### src/asp_cfg.svh
// offsets, field positions, reset values and timing counts of the angle sensor spi port
`ifndef ASP_CFG_SVH
`define ASP_CFG_SVH

`define ASP_A_EXT_WRITE_CMD_STATUS_GO   6'h01
`define ASP_A_EXT_READ_CMD_STATUS_GO   6'h09
`define ASP_A_CTRL_KEY  6'h1e
`define ASP_A_WARN_CLR  6'h23

`define ASP_IX_EXT_WRITE_CMD_STATUS     4'h0
`define ASP_IX_EWA      4'h1
`define ASP_IX_EXT_WRITE_DATA_HIGH     4'h2
`define ASP_IX_EXT_WRITE_DATA_LOW     4'h3
`define ASP_IX_EXT_READ_CMD_STATUS     4'h4
`define ASP_IX_ERA      4'h5
`define ASP_IX_EXT_READ_DATA_HIGH     4'h6
`define ASP_IX_EXT_READ_DATA_LOW     4'h7
`define ASP_IX_CTRL     4'hf

`define ASP_W_STA       5'h10
`define ASP_W_WARN      5'h11
`define ASP_W_TDH       5'h14
`define ASP_W_TDL       5'h15

`define ASP_KEY         8'h46
`define ASP_CMD_LOAD    4'h3
`define ASP_CMD_ZERO    4'h1
`define ASP_SPO_BIT     7
`define ASP_GO_BIT      0
`define ASP_NV_BIT      7

`define ASP_LEN_STD     5'h10
`define ASP_LEN_S17     5'h11
`define ASP_LEN_CRC     5'h14
`define ASP_CNT_MAX     5'h1f
`define ASP_CRC_INIT    4'hf
`define ASP_RST_WORD    16'h0000

`define ASP_CLK_MHZ      50
`define ASP_SCLK_MAX_MHZ 10
`define ASP_SCLK_MIN_CYC ((`ASP_CLK_MHZ + `ASP_SCLK_MAX_MHZ - 1) / `ASP_SCLK_MAX_MHZ)

`endif

### src/asp_pkg.sv
// types of the angle sensor spi port
package asp_pkg;
  typedef enum logic [2:0] {
    EXT_IDLE = 3'b001,
    EXT_WR   = 3'b010,
    EXT_RD   = 3'b100
  } asp_ext_type;

  typedef enum logic [3:0] {
    OWN_MAN  = 4'b0001,
    OWN_SPI  = 4'b0010,
    OWN_PWM  = 4'b0100,
    OWN_SENT = 4'b1000
  } asp_owner_type;
endpackage

### src/asp_sync.sv
// three-stage pin synchroniser with agreement filter
`timescale 1ns/1ps
`default_nettype none
module asp_sync #(
  parameter int W = 3
) (
  input  wire logic         clk_i,
  input  wire logic         rstn_i,
  input  wire logic         en_i,
  input  wire logic [W-1:0] d_i,
  input  wire logic [W-1:0] init_i,
  output logic      [W-1:0] q_o
);
  logic [W-1:0] s1_q;
  logic [W-1:0] s2_q;
  logic [W-1:0] s3_q;

  always_ff @(posedge clk_i) begin
    if (!rstn_i) begin
      s1_q <= init_i;
      s2_q <= init_i;
      s3_q <= init_i;
    end else if (en_i) begin
      s1_q <= d_i;
      s2_q <= s1_q;
      s3_q <= s2_q;
    end
  end

  // init_i lets chip select idle high; taken one bit at a time once stages agree
  for (genvar i = 0; i < W; i++) begin : g_bit
    always_ff @(posedge clk_i) begin
      if (!rstn_i) begin
        q_o[i] <= init_i[i];
      end else if (en_i) begin
        if (s2_q[i] == s3_q[i]) begin
          q_o[i] <= s3_q[i];
        end
      end
    end
  end
endmodule // asp_sync
`default_nettype wire

### src/asp_spi_port.sv
// spi peripheral port with primary registers, turns-delta load and output arbitration
`timescale 1ns/1ps
`default_nettype none
`include "asp_cfg.svh"
// Function
// - command_code_a command zeroes the turns counter, or loads the sensed angle under init 10/11
// - turns-delta never written directly over spi
// - code 0x03 then key 0x46 loads
// - init 00/01 copies staged value verbatim
// - init 10/11 snaps value to sensed angle
// - supply-protocol disable ignores supply commands
// - lock blocks nonvolatile writes from both ports
// - output pin ownership follows fixed priority
// - extended memory reached only through primary registers
// - write side: address, data words, cmd/status
// - read side: address, result words, cmd/status
// - peripheral only, serial clock up to 10 MHz
// - frames of 16, 17 or 20 clocks
// - twenty-clock frame carries 4-bit crc
// - wrong clock count sets interface error
// - sample on rise, act at select release
// - write frame returns previous read or zeroes
// - seventeen-clock mode accepts one trailing clock
// - miso launched ahead of host sampling edge
// - odd address read zeroes upper byte
// - crc x^4+x+1, preset ones, msb first
module asp_spi_port (
  input  wire logic                   clk_i,
  input  wire logic                   rstn_i,
  input  wire logic                   en_i,
  input  wire logic                   sclk_i,
  input  wire logic                   csn_i,
  input  wire logic                   mosi_i,
  output logic                        miso_o,
  output logic                        miso_oe_o,
  input  wire logic                   seventeen_clock_mode_i,
  input  wire logic [1:0]             turns_init_i,
  input  wire logic                   angle_ok_flag_i,
  input  wire logic [11:0]            angle_i,
  input  wire logic                   angle_step_valid_i,
  input  wire logic [20:0]            angle_step_i,
  input  wire logic                   eeprom_lock_i,
  input  wire logic                   supply_protocol_disable_i,
  input  wire logic                   sup_cmd_valid_i,
  input  wire logic                   sup_cmd_nv_write_i,
  output logic                        sup_cmd_accept_o,
  input  wire logic                   manchester_active_i,
  input  wire logic                   pwm_output_enable_i,
  input  wire logic                   sent_enable_i,
  output asp_pkg::asp_owner_type      shared_output_pin_owner_o,
  output logic                        ext_wr_req_o,
  output logic                        ext_rd_req_o,
  output logic [7:0]                  ext_addr_o,
  output logic [31:0]                 ext_wdata_o,
  input  wire logic                   ext_done_i,
  input  wire logic [31:0]            ext_rdata_i,
  output logic                        interface_error_warning_o,
  output logic [20:0]                 turns_delta_o
);
  import asp_pkg::*;

  logic        sclk_s;
  logic        csn_s;
  logic        mosi_s;
  logic        sclk_p_q;
  logic        csn_p_q;
  logic [4:0]  cnt_q;
  logic [19:0] rx_q;
  logic [19:0] tx_q;
  logic [5:0]  sel_q;
  logic        rd_valid_q;
  logic        ierr_q;
  logic [15:0] regs_q [16];
  logic [15:0] rd_word;
  logic [15:0] payload;
  logic [20:0] staged;
  logic [11:0] snap_diff;
  logic [20:0] td_q;
  asp_ext_type st_q;
  logic        wr_done_q;
  logic        wr_ref_q;
  logic        rd_done_q;
  logic        sclk_rise;
  logic        cs_fall;
  logic        cs_rise;
  logic        len_ok;
  logic        frame_ok;
  logic        wr_hit;
  logic [5:0]  wa;
  logic [7:0]  wd;
  logic        cmd_go;
  logic        load_go;
  logic        zero_go;
  logic        ew_go;
  logic        er_go;
  logic        nv_blocked;
  logic        rd_load;
  logic        warn_clr;

  // csn resets high straight from init_i; a pin change reaches the outputs four cycles later
  asp_sync #(.W(3)) u_sync (
    .clk_i  (clk_i),
    .rstn_i (rstn_i),
    .en_i   (en_i),
    .d_i    ({sclk_i, csn_i, mosi_i}),
    .init_i (3'h2),
    .q_o    ({sclk_s, csn_s, mosi_s})
  );

  always_ff @(posedge clk_i) begin
    if (!rstn_i) begin
      sclk_p_q <= 1'b0;
      csn_p_q  <= 1'b1;
    end else if (en_i) begin
      sclk_p_q <= sclk_s;
      csn_p_q  <= csn_s;
    end
  end

  assign sclk_rise = sclk_s & ~sclk_p_q & ~csn_s;
  assign cs_fall   = ~csn_s & csn_p_q;
  assign cs_rise   = csn_s & ~csn_p_q;

  function automatic logic [3:0] crc4(input logic [15:0] d);
    logic [3:0] c;
    logic       inv;
    c = `ASP_CRC_INIT;
    for (int k = 15; k >= 0; k--) begin
      inv = d[k] ^ c[3];
      c   = {c[2], c[1], c[0] ^ inv, inv};
    end
    return c;
  endfunction

  // frame length check and payload alignment
  always_comb begin
    if (seventeen_clock_mode_i) begin
      len_ok = (cnt_q == `ASP_LEN_S17);
    end else begin
      len_ok = (cnt_q == `ASP_LEN_STD) || (cnt_q == `ASP_LEN_CRC);
    end
    if (cnt_q == `ASP_LEN_S17) begin
      payload = rx_q[16:1];
    end else if (cnt_q == `ASP_LEN_CRC) begin
      payload = rx_q[19:4]; // incoming crc bits are not checked
    end else begin
      payload = rx_q[15:0];
    end
  end

  assign frame_ok = en_i & cs_rise & len_ok & ~payload[15];
  assign wr_hit   = frame_ok & payload[14];
  assign wa       = payload[13:8];
  assign wd       = payload[7:0];
  assign warn_clr = wr_hit && (wa == `ASP_A_WARN_CLR) && wd[0];

  // shift in on sclk rise, act only at select release
  always_ff @(posedge clk_i) begin
    if (!rstn_i) begin
      cnt_q <= 5'h00;
      rx_q  <= 20'h00000;
    end else if (en_i) begin
      if (cs_fall) begin
        cnt_q <= 5'h00;
      end else if (sclk_rise) begin
        rx_q <= {rx_q[18:0], mosi_s};
        if (cnt_q != `ASP_CNT_MAX) begin
          cnt_q <= cnt_q + 5'h01;
        end
      end
    end
  end

  // the core sees the sclk fall too late to launch on it, so the
  // next bit leaves once the core sees the sampling rise and is stable by the next rise
  always_ff @(posedge clk_i) begin
    if (!rstn_i) begin
      tx_q <= 20'h00000;
    end else if (en_i) begin
      if (cs_fall) begin
        tx_q <= rd_valid_q ? {rd_word, crc4(rd_word)} : 20'h00000;
      end else if (sclk_rise) begin
        tx_q <= {tx_q[18:0], 1'b0};
      end
    end
  end

  assign miso_o    = tx_q[19];
  assign miso_oe_o = ~csn_s;

  always_ff @(posedge clk_i) begin
    if (!rstn_i) begin
      sel_q      <= 6'h00;
      rd_valid_q <= 1'b0;
    end else if (frame_ok && !payload[14]) begin
      sel_q      <= wa;
      rd_valid_q <= 1'b1;
    end
  end

  // hardware set wins over software clear
  always_ff @(posedge clk_i) begin
    if (!rstn_i) begin
      ierr_q <= 1'b0;
    end else if (en_i) begin
      if (cs_rise && !len_ok) begin
        ierr_q <= 1'b1;
      end else if (warn_clr) begin
        ierr_q <= 1'b0;
      end
    end
  end

  assign interface_error_warning_o = ierr_q;

  // primary register storage, one byte per frame
  for (genvar i = 0; i < 16; i++) begin : g_reg
    localparam logic [3:0] IX = 4'(i);
    always_ff @(posedge clk_i) begin
      if (!rstn_i) begin
        regs_q[i] <= `ASP_RST_WORD;
      end else if (IX == `ASP_IX_EXT_READ_DATA_HIGH || IX == `ASP_IX_EXT_READ_DATA_LOW) begin
        if (rd_load) begin
          regs_q[i] <= (IX == `ASP_IX_EXT_READ_DATA_HIGH) ? ext_rdata_i[31:16] : ext_rdata_i[15:0];
        end
      end else if (wr_hit && !wa[5] && wa[4:1] == IX) begin
        if (wa[0]) begin
          regs_q[i][7:0] <= wd;
        end else if (IX != `ASP_IX_CTRL) begin
          regs_q[i][15:8] <= wd;
        end
      end
    end
  end

  // read data of the last read command, snapshotted at frame start
  always_comb begin
    rd_word = 16'h0000;
    if (!sel_q[5]) begin
      rd_word = regs_q[sel_q[4:1]];
      if (sel_q[4:1] == `ASP_IX_EXT_WRITE_CMD_STATUS) begin
        rd_word = {13'h0000, wr_ref_q, wr_done_q, st_q == EXT_WR};
      end else if (sel_q[4:1] == `ASP_IX_EXT_READ_CMD_STATUS) begin
        rd_word = {14'h0000, rd_done_q, st_q == EXT_RD};
      end else if (sel_q[4:1] == `ASP_IX_CTRL) begin
        rd_word = {8'h00, regs_q[sel_q[4:1]][7:0]};
      end
    end else begin
      case (sel_q[5:1])
        `ASP_W_STA:  rd_word = {15'h0000, angle_ok_flag_i};
        `ASP_W_WARN: rd_word = {15'h0000, ierr_q};
        `ASP_W_TDH:  rd_word = {11'h000, td_q[20:16]};
        `ASP_W_TDL:  rd_word = td_q[15:0];
        default:     rd_word = 16'h0000;
      endcase
    end
    if (sel_q[0]) begin
      rd_word = {8'h00, rd_word[7:0]};
    end
    if (!rd_valid_q) begin
      rd_word = 16'h0000;
    end
  end

  // command_code_a commands: key byte at 0x1e fires the code already held at 0x1f and is not stored
  assign cmd_go  = wr_hit && (wa == `ASP_A_CTRL_KEY) && (wd == `ASP_KEY);
  assign load_go = cmd_go && (regs_q[`ASP_IX_CTRL][3:0] == `ASP_CMD_LOAD);
  assign zero_go = cmd_go && (regs_q[`ASP_IX_CTRL][3:0] == `ASP_CMD_ZERO);
  assign staged  = {regs_q[`ASP_IX_EXT_WRITE_DATA_HIGH][4:0], regs_q[`ASP_IX_EXT_WRITE_DATA_LOW]};
  assign snap_diff = angle_i - staged[11:0];

  // the loaded value is not checked against angle ok; that is the host's job
  always_ff @(posedge clk_i) begin
    if (!rstn_i) begin
      td_q <= 21'h000000;
    end else if (en_i) begin
      if (load_go && turns_init_i[1]) begin
        td_q <= staged + {{9{snap_diff[11]}}, snap_diff};
      end else if (load_go) begin
        td_q <= staged;
      end else if (zero_go) begin
        td_q <= turns_init_i[1] ? {9'h000, angle_i} : 21'h000000;
      end else if (angle_step_valid_i) begin
        td_q <= td_q + angle_step_i;
      end
    end
  end

  assign turns_delta_o = td_q;

  // indirect extended access engine
  assign ew_go      = wr_hit && (wa == `ASP_A_EXT_WRITE_CMD_STATUS_GO) && wd[`ASP_GO_BIT];
  assign er_go      = wr_hit && (wa == `ASP_A_EXT_READ_CMD_STATUS_GO) && wd[`ASP_GO_BIT];
  assign nv_blocked = eeprom_lock_i && !regs_q[`ASP_IX_EWA][`ASP_NV_BIT];
  assign rd_load    = en_i && (st_q == EXT_RD) && ext_done_i;

  always_ff @(posedge clk_i) begin
    if (!rstn_i) begin
      st_q        <= EXT_IDLE;
      wr_done_q   <= 1'b0;
      wr_ref_q    <= 1'b0;
      rd_done_q   <= 1'b0;
      ext_addr_o  <= 8'h00;
      ext_wdata_o <= 32'h00000000;
    end else if (en_i) begin
      unique case (st_q)
        EXT_IDLE: begin
          if (ew_go && nv_blocked) begin
            wr_ref_q <= 1'b1;
          end else if (ew_go) begin
            st_q        <= EXT_WR;
            wr_ref_q    <= 1'b0;
            wr_done_q   <= 1'b0;
            ext_addr_o  <= regs_q[`ASP_IX_EWA][7:0];
            ext_wdata_o <= {regs_q[`ASP_IX_EXT_WRITE_DATA_HIGH], regs_q[`ASP_IX_EXT_WRITE_DATA_LOW]};
          end else if (er_go) begin
            st_q       <= EXT_RD;
            rd_done_q  <= 1'b0;
            ext_addr_o <= regs_q[`ASP_IX_ERA][7:0];
          end
        end
        EXT_WR: begin
          if (ext_done_i) begin
            st_q      <= EXT_IDLE;
            wr_done_q <= 1'b1;
          end
        end
        EXT_RD: begin
          if (ext_done_i) begin
            st_q      <= EXT_IDLE;
            rd_done_q <= 1'b1;
          end
        end
        default: st_q <= EXT_IDLE;
      endcase
    end
  end

  assign ext_wr_req_o = (st_q == EXT_WR);
  assign ext_rd_req_o = (st_q == EXT_RD);

  assign sup_cmd_accept_o = sup_cmd_valid_i & ~supply_protocol_disable_i
                          & ~(sup_cmd_nv_write_i & eeprom_lock_i);

  always_ff @(posedge clk_i) begin
    if (!rstn_i) begin
      shared_output_pin_owner_o <= OWN_SPI;
    end else if (en_i) begin
      if (manchester_active_i) begin
        shared_output_pin_owner_o <= OWN_MAN;
      end else if (regs_q[`ASP_IX_CTRL][`ASP_SPO_BIT]) begin
        shared_output_pin_owner_o <= OWN_SPI;
      end else if (pwm_output_enable_i) begin
        shared_output_pin_owner_o <= OWN_PWM;
      end else if (sent_enable_i) begin
        shared_output_pin_owner_o <= OWN_SENT;
      end else begin
        shared_output_pin_owner_o <= OWN_SPI;
      end
    end
  end
endmodule // asp_spi_port
`default_nettype wire

### config.mk
export PLATFORM = sky130hd
export DESIGN_NAME = asp_spi_port
export DESIGN_NICKNAME = d
export VERILOG_FILES = /design/src/asp_pkg.sv /design/src/asp_sync.sv /design/src/asp_spi_port.sv
export VERILOG_INCLUDE_DIRS = /design/src
export SDC_FILE = /design/constraint.sdc
export NUM_CORES = 1
export LEC_CHECK = 0
export ABC_AREA = 0
export BUFFER_PORTS_ARGS = -buffer_cell sky130_fd_sc_hd__buf_2
export CORE_AREA = 8 8 258 260
export DETAILED_ROUTE_END_ITERATION = 7
export DIE_AREA = 0 0 266 268
export PLACE_DENSITY = 0.53
export REMOVE_ABC_BUFFERS = 1
export SYNTH_ARGS = -nofsm -noshare
export SYNTH_HDL_FRONTEND = slang
export SYNTH_SLANG_ARGS = --single-unit
### constraint.sdc
create_clock -name clk_i -period 9.7 [get_ports clk_i]
set_input_delay 0 -clock clk_i [delete_from_list [all_inputs] [get_ports clk_i]]
set_output_delay 0 -clock clk_i [all_outputs]
set_load 0.02 [all_outputs]
# Word-level counts from Yosys, hierarchy flattened
# Memories as Yosys holds them, arrays and structs flattened. A register that Yosys moved wholly into a read port is not among the register bits.
# Index checks and enable logic that the tools add are counted.
# W data, S select, Z words.
# word_totals
ff_bits	138
ramBits	256
in_bits	84
out_inout_bits	71
word_cells	373
mem_count	1
# memory_table
memory	depth	width	rd	rd_clocked_by_memory_dff	write_ports	line	rtl
regs_q	16	16	6	1	16	asp_spi_port.sv:73	logic [15:0] regs_q [16];
# op_classes
n_addsub	4
n_eq_ne	44
n_mux	161
bitwise	79
reduce_logical	62
# ops
op	n
$mux W8	29
$mux W16	10
$mux W1	97
$mux W21	4
$pmux W16 S4	1
$mux W20	3
$add A21 B21 Y21	2
$eq A4 B4 Y1 const B	9
$eq A5 B5 Y1 const B	7
$logic_and A1 B1 Y1	32
$or A1 B1 Y1	29
$xor A1 B1 Y1	28
$mux W4	6
$mux W5	3
$reduce_bool A2 Y1	7
$eq A4 B2 Y1 const B	3
$eq A4 B3 Y1 const B	3
$mux W12	1
$mux W3	4
$reduce_and A2 Y1	6
$reduce_and A4 Y1	3
$sub A12 B12 Y12	1
$and A1 B1 Y1	11
$not A1 Y1	11
25 further kinds	40

# Depth between registers and ports, before layout
# Gate-level depths: netlist of run 1.
# logic_depth
word_depth	19
mapped_depth	24
mapped_depth_nobuf	24

# Hierarchy
# Synthesis of run 1 repeated with hierarchy kept, for this count alone.
# hier_totals
hier_cells	2000
area_unflattened_um2	20372.0
# modules_own_cells
mod	n_inst	cells_each	area_per_inst_um2	seq_area_each_um2
asp_spi_port	1	1951	19805.2	10049.6
asp_sync	1	49	566.8	360.3

# Worst setup path before layout of run 1
# OpenSTA, ideal clock, no wires.
# synth_timing
path_kind	reg-to-reg
start	mem regs_q[3][1]
end	reg td_q[20] (netlist: turns_delta_o[20])
setup_time_ps	139
arrival_time_ps	4228
t_required_ps	9561
path_slack_ps	5332
path_stages_with_launch	23
path_buffers	0
synth_period_minus_slack_ps	4368
cell_sequence	edfxtp_1 > inv_1 > ha_1 > nor2b_1 > o21ai_0 > a21boi_0 > o21ai_0 > a21oi_1 > a41oi_1 > a21oi_1 > xnor2_1 > ha_1 > a21oi_1 > nor2b_1 > o21ai_0 > nand2b_1 > a21oi_1 > nand3_1 > a31o_2 > a21oi_1 > xnor3_1 > o211ai_1 > o31ai_1
# synth_rtl
element	line	rtl
start: declaration	asp_spi_port.sv:73	
end signal: assignment	asp_spi_port.sv:278	td_q <= staged + {{9{snap_diff[11]}}, snap_diff};
end signal: assignment	asp_spi_port.sv:280	td_q <= staged;
end signal: assignment	asp_spi_port.sv:282	td_q <= turns_init_i[1] ? {9'h000, angle_i} : 21'h000000;
end: declaration	asp_spi_port.sv:78	logic [20:0] td_q;

==> impl_metrics.csv, run 1 <==
group,metric,value,unit
timing,max_freq,181.0,MHz
timing,period_minus_slack,5.524,ns
placement,place_congestion,0.8803,
die,starting_density_of_the_core,0.3256,
global_routing,grt_first_pass_wirelength,97.20,mm
yosys,synthesis.yosys.warnings,0,
placement,port_buffers,153,
global_routing,globalRouteTotalUtil,0.1764,
setup_path,worst_setup_path_endpoint,"turns_delta_o[20]$_SDFFE_PN0P_",
timing,timing.max_slew.rel_slack,0.07056,
layout,layout.cells.most_common,"sky130_fd_sc_hd__nor2_1",
clock_network,cts_made_buffers,46,
detailed_routing,vias_after_detailed_routing,16020,
detailed_routing,drtAntennaViolNets,0,
layout,area_growth,18.04,%
power_and_ir_drop,leakagePower,8.427,nW
clock_network,cts_tree,"done",
yosys,syn-cell-area,20310,µm²
die,dieHeight,268,µm
layout,drive_above_1_share,0.1642,
die,full_die_area,71290,µm²
setup_path,worstReg2RegEnd,"turns_delta_o[20]$_SDFFE_PN0P_",
setup_path,worst_r2r_path_depth,22,
yosys,post_synth_num_cell_types,85,
timing,post-route-period-util,0.5695,
clock_network,number_of_h_tree_branching_levels,2,
power_and_ir_drop,vdd_ir_drop_max,0.0001095,V
clock_network,clkLatencyLatePin,0.61,ns
yosys,synth.avg_cell_area,10.21,µm²
detailed_routing,drt_wl_total,64.17,mm
yosys,synth_async_sr_flop_share,0,
yosys,number_of_synthesized_flops_with_an_enable_pin,248,
setup_path,cp-start-kind,"flop",
timing,fin_tns_setup,0,ns
timing,rsz0062_at_grt,"no",
setup_path,timing.critical_path.arrival,5.96,ns
layout,antennaDiodeCount,0,
timing,fin_worst_skew,0.04904,ns
detailed_routing,post_dr_vias_cell,5.252,
power_and_ir_drop,power_density,167.7,nW/µm²
setup_path,worst-endpoint-required,10.14,ns
outcome,outcome,"complete, no violations",
global_routing,grt_max_degree,101,
global_routing,grt-ovfl-total,0,
die,core_area,62390,µm²
detailed_routing,drt_pre_antenna_iters,7,
setup_path,critical-path-top-cell-by-count,"sky130_fd_sc_hd__a21oi_1",
setup_path,crit_path_max_incr_delay,0.86,ns
clock_network,clock_path_buffers,3,
timing,final_max_slew_viol_count,0,
yosys,synth_cells,1989,
layout,layout.cells.most_common_list,"sky130_fd_sc_hd__nor2_1, sky130_fd_sc_hd__edfxtp_1, sky130_fd_sc_hd__nand2_1, sky130_fd_sc_hd__a21oi_1, sky130_fd_sc_hd__buf_2",
die,die_w,266,µm
clock_network,clk_pin_slew_worst_paths,0.06,ns
setup_path,timing_worst_setup_path_type,"reg -> reg",
min_path,holdCritPathClass,"in -> reg",
die,rows,92,
timing,timing_hold_violations_final,0,
timing,worst_hold_check_slack,0.02450,ns
detailed_routing,remaining_drc_errors,0,
die,floorplan.io_pins,155,
setup_path,reg2reg_setup_slack,4.18,ns
run,drv_cap,0,
setup_path,crit_start,"regs_q[3][1]$_SDFFCE_PN0P_",
clock_network,cts_sink_count,390,
timing,tightest_slew,1.380,ns
setup_path,launch_point_of_the_worst_reg_to_reg_path,"regs_q[3][1]$_SDFFCE_PN0P_",
timing,setup_viol_count_final,0,
global_routing,grt_pass1_vias,16070,
placement,half_perimeter_wire_length_after_detailed_placement,45.12,mm
setup_path,cp_max_fo,10,
yosys,ys_ff_latch,390,
layout,finalNetCount,2309,
detailed_routing,drt_iter0_markers,1162,
setup_path,critPathSlowestCell,"sky130_fd_sc_hd__xnor2_1",
setup_path,cp_cell_sequence,"inv_1 -> ha_1 -> nor2b_1 -> o21ai_0 -> a21boi_0 -> o21ai_0 -> a21oi_1 -> a41oi_1 -> a21oi_1 -> xnor2_1 -> ha_1 -> a21oi_1 -> nor2b_1 -> o21ai_0 -> nand2b_1 -> a21oi_1 -> nand3_1 -> a31o_2 -> a21oi_1 -> xnor3_1 -> o211ai_1 -> o31ai_1",
yosys,synth_sequential_area_ratio,0.5066,
setup_path,worst_setup_path_end_kind,"flop",
detailed_routing,routedWlPerCell,21.03,µm
yosys,synth_ff_type,"sky130_fd_sc_hd__edfxtp_1",
global_routing,initial_antenna_violation_count,0,
clock_network,cts_root_buffer,"sky130_fd_sc_hd__clkbuf_16",
## cells in the mapped netlist (33+ instances only)
cell type	n	area share
sky130_fd_sc_hd__inv_1	43	0.0079
sky130_fd_sc_hd__dfxtp_1	142	0.14
sky130_fd_sc_hd__nor2_1	350	0.065
sky130_fd_sc_hd__clkbuf_1	79	0.015
sky130_fd_sc_hd__mux2i_1	52	0.026
sky130_fd_sc_hd__nand3_1	33	0.0081
sky130_fd_sc_hd__ha_1	54	0.033
sky130_fd_sc_hd__nand2_1	231	0.043
sky130_fd_sc_hd__o21ai_0	89	0.022
sky130_fd_sc_hd__a21oi_1	189	0.047
sky130_fd_sc_hd__edfxtp_1	248	0.37
sky130_fd_sc_hd__mux4_2	60	0.067
sky130_fd_sc_hd__xnor2_1	46	0.020
sky130_fd_sc_hd__and2_1	35	0.011
## final cells by class
cell class                      instances  area (µm²)
Multi-Input combinational cell       1440        9361
Inverter                               44       167.7
Timing Repair Buffer                  246        1594
Tap cell                              846        1059
Clock inverter                         25       264.0
Fill cell                            6194       38410
Clock buffer                           60        1234
Sequential cell                       390       10300
## critical path, delay by kind of cell, from the launching register on
kind	cells	cell delay, ns
compound gates	13	2.41
xor+xnor	2	1.09
simple gates	4	0.40
buf+inv	1	0.16
fa+ha+maj	2	0.73
flops	1	0.57
## kinds of logic after synthesis
kind of cell,count (synthesis),share of synthesized area
simple gates,755,0.1610
compound gates,443,0.1325
flops,390,0.5066
buf+inv,159,0.03610
mux,116,0.09437
xor+xnor,69,0.03326
fa+ha+maj,57,0.03622
## registers in the layout, summed over array words and instances (netlist names), 3 cells and up, named ones only
name and flops:
shared_output_pin_owner_o 4, ext_addr_o 8, turns_delta_o 21, sel_q 6
rx_q 20, regs_q 248, tx_q 20, u_sync.q_o 3
ext_wdata_o 32, u_sync.s3_q 3, cnt_q 5, u_sync.s1_q 3
u_sync.s2_q 3, st_q 3
## metal layers
layer / GRT usage / up-vias / share of wire
li1: - / 7502 / -
met1: 0.2267 / 7904 / 0.43
met2: 0.2913 / 507 / 0.47
met3: 0.03879 / 110 / 0.069
met4: 0.06387 / 0 / 0.035
met5: 0 / - / 0
## repair_timing
action / CTS / global route
gates resized for setup: 0 / 0
setup buffers: 0 / 0
endpoints found under the hold margin: 67 / 0
endpoints found under the setup margin: 0 / 0
hold buffers: 52 / 0
## where the power goes
part / switching [mW] / total, mW / internal (mW)
Sequential: 0.0449 / 1.87 / 1.82
Clock: 0.726 / 1.71 / 0.986
Combinational: 0.252 / 0.445 / 0.193
## per-stage QoR
stage | setup slack (ns) | cells | instance area (µm²) | power (mW) | util
final | 4.176 | 3051 | 23980 | 4.022 | 0.3843
after global routing | 3.692 | 3051 | 23980 | 4.171 | 0.3843
after CTS | 4.256 | 3051 | 23980 | 4.057 | 0.3843
after detailed placement | 4.273 | 2914 | 21960 | 2.324 | 0.3519
after global placement | 4.346 | 2914 | 21960 | 2.315 | 0.3519
after floorplan | 4.314 | 1874 | 19740 | 2.171 | -
## how the worst min path moves through the flow
stage	from	end	slack, ns	cells after the start
after floorplan	rstn_i	u_sync.s1_q[1]$_SDFFE_PN1P_	0.06	1
after global placement	csn_i	u_sync.s1_q[1]$_SDFFE_PN1P_	0.22	3
after detailed placement	csn_i	u_sync.s1_q[1]$_SDFFE_PN1P_	0.22	3
after CTS	angle_i[1]	turns_delta_o[1]$_SDFFE_PN0P_	0.002	4
after global routing	angle_i[9]	turns_delta_o[9]$_SDFFE_PN0P_	0.01	4
final	angle_i[1]	turns_delta_o[1]$_SDFFE_PN0P_	0.02	4
Note: power is estimated with default switching activity, not from simulation.
==> run 2, diff against run 1 <==
- clock period: 9.7 -> 5.1 ns (I/O delays scaled with it)
==> run 2 against run 1 <==
Final area up 1.1%. Fmax up 15%. First-iteration DRC count up 11%. Total power up 91%. Die area unchanged. Global-route usage about the same. Register-to-register slack worse by 3.9 ns. Wire length up 0.90%. Clock skew down 0.014 ns. Critical path type unchanged.
==> impl_metrics.csv, run 2 (synthesis gave the netlist of run 1 again) <==
group,metric,value,unit
layout,antennaDiodeCount,0,
timing,period_minus_slack,4.785,ns
global_routing,grt_first_pass_wirelength,96.86,mm
clock_network,clk_pin_slew_worst_paths,0.06,ns
setup_path,cp-start-kind,"flop",
layout,finalNetCount,2341,
timing,timing.max_slew.rel_slack,0.2157,
setup_path,worst-endpoint-required,5.59,ns
detailed_routing,drtAntennaViolNets,0,
timing,post-route-period-util,0.9383,
setup_path,crit_path_max_incr_delay,0.63,ns
timing,fin_worst_skew,0.03460,ns
power_and_ir_drop,leakagePower,8.580,nW
detailed_routing,drt_pre_antenna_iters,5,
layout,post-route-cell-area,24230,µm²
placement,port_buffers,153,
timing,timing_hold_violations_final,0,
timing,worst_hold_check_slack,0.01097,ns
timing,tightest_slew,1.172,ns
layout,area_growth,19.29,%
placement,dpl_worst_slack,0.3424,ns
timing,postLayoutSetupSlackWorst,0.3149,ns
clock_network,cts_root_buffer,"sky130_fd_sc_hd__clkbuf_16",
clock_network,number_of_h_tree_branching_levels,2,
global_routing,grt-ovfl-total,0,
die,starting_density_of_the_core,0.3256,
die,floorplan.io_pins,155,
run,drv_cap,0,
global_routing,grt_pass1_vias,15960,
layout,layout.cells.most_common,"sky130_fd_sc_hd__nor2_1",
placement,dpl_cell_area,22210,µm²
die,rows,92,
setup_path,worst_setup_path_end_kind,"flop",
setup_path,cp_max_fo,25,
detailed_routing,routedWlPerCell,21.02,µm
detailed_routing,post_dr_vias_cell,5.266,
detailed_routing,drt_wl_total,64.75,mm
clock_network,cts_made_buffers,44,
die,dieHeight,268,µm
global_routing,initial_antenna_violation_count,0,
clock_network,clkLatencyLatePin,0.58,ns
placement,half_perimeter_wire_length_after_detailed_placement,46.53,mm
die,die_w,266,µm
layout,largest_register_ffs,248,
setup_path,cp_cell_sequence,"ha_1 -> nand2b_1 -> a21oi_4 -> buf_4 -> o21ai_2 -> nor4b_1 -> nand4_1 -> nor4_2 -> buf_4 -> o21a_1 -> buf_12 -> o211ai_1 -> dlygate4sd3_1 -> a21oi_1",
power_and_ir_drop,p_total,7.667,mW
power_and_ir_drop,power_density,316.4,nW/µm²
die,full_die_area,71290,µm²
detailed_routing,remaining_drc_errors,0,
placement,place_congestion,0.9060,
detailed_routing,vias_after_detailed_routing,16220,
timing,max_freq,209.0,MHz
clock_network,cts_setup_buffers,0,
setup_path,timing.critical_path.arrival,5.28,ns
detailed_routing,drt_iter0_markers,1293,
layout,layout.cells.most_common_list,"sky130_fd_sc_hd__nor2_1, sky130_fd_sc_hd__edfxtp_1, sky130_fd_sc_hd__nand2_1, sky130_fd_sc_hd__a21oi_1, sky130_fd_sc_hd__buf_2",
outcome,outcome,"complete, no violations",
setup_path,critical-path-top-cell-by-count,"sky130_fd_sc_hd__buf_4",
layout,largest_register,"regs_q",
timing,final_max_slew_viol_count,0,
global_routing,grt_max_degree,85,
min_path,holdCritPathClass,"in -> reg",
clock_network,clock_path_buffers,3,
clock_network,cts_tree,"done",
global_routing,globalRouteTotalUtil,0.1766,
timing,rsz0062_at_grt,"no",
layout,drive_above_1_share,0.1782,
clock_network,cts_sink_count,390,
die,core_area,62390,µm²
setup_path,critPathSlowestCell,"sky130_fd_sc_hd__nor4b_1",
timing,setup_viol_count_final,0,
layout,postLayoutCoreUtil,0.3884,
power_and_ir_drop,vdd_ir_drop_max,0.0002056,V
setup_path,timing_worst_setup_path_type,"reg -> reg",
## run 2: worst paths after layout
| kind | from | end | slack (ns) | cells past startpoint |
|---|---|---|---|---|
| worst min-delay path | angle_i[8] | turns_delta_o[8]$_SDFFE_PN0P_ | 0.01 | 5 |
| worst min register to register | ext_wdata_o[23]$_SDFFE_PN0P_ | ext_wdata_o[23]$_SDFFE_PN0P_ | 0.45 | 2 |
| worst max register to register | cnt_q[0]$_SDFFE_PN0P_ | turns_delta_o[0]$_SDFFE_PN0P_ | 0.31 | 14 |
| worst max-delay path | cnt_q[0]$_SDFFE_PN0P_ | turns_delta_o[0]$_SDFFE_PN0P_ | 0.31 | 14 |
## run 2: where the power goes
group | internal (mW) | switching (mW)
sequential | 3.46 | 0.0807
clock | 1.93 | 1.32
combinational | 0.381 | 0.498
## run 2: area by class of cell
class / instances / area, µm²
well taps: 846 / 1059
fillers: 6193 / 38160
clock buffers: 57 / 1201
flip-flops and latches: 390 / 10300
inverters: 44 / 167.7
repair buffers: 280 / 1887
multi-input cells: 1440 / 9346
clock inverters: 23 / 274.0
## run 2: timing repair
| action | CTS | global route |
|---|---|---|
| setup endpoints to repair | 0 | 5 |
| hold buffers | 52 | 0 |
| hold endpoints to repair | 84 | 0 |
| resized for setup | 0 | 5 |
## run 2: through the flow
step	setup TNS, ns	instances
floorplan	-0.6567	1874
global placement	0	2948
detailed placement	0	2948
CTS	0	3080
global route	0	3080
finish	0	3080
## run 2: per-layer routing
metal / up-vias / track usage / share of wire
li1: 7570 / - / -
met1: 7993 / 0.2272 / 0.43
met2: 547 / 0.2916 / 0.47
met3: 109 / 0.03650 / 0.072
met4: 0 / 0.06712 / 0.034
met5: - / 0 / 0
## run 2: worst max-delay path, delay by kind of cell, from the launching register on
family	cells	cell delay, ns
and+or+nand+nor	4	1.64
buffers and inverters	4	1.31
DFF	1	0.42
adders and majority gates	1	0.30
AOI/OAI and AO/OA	5	1.02
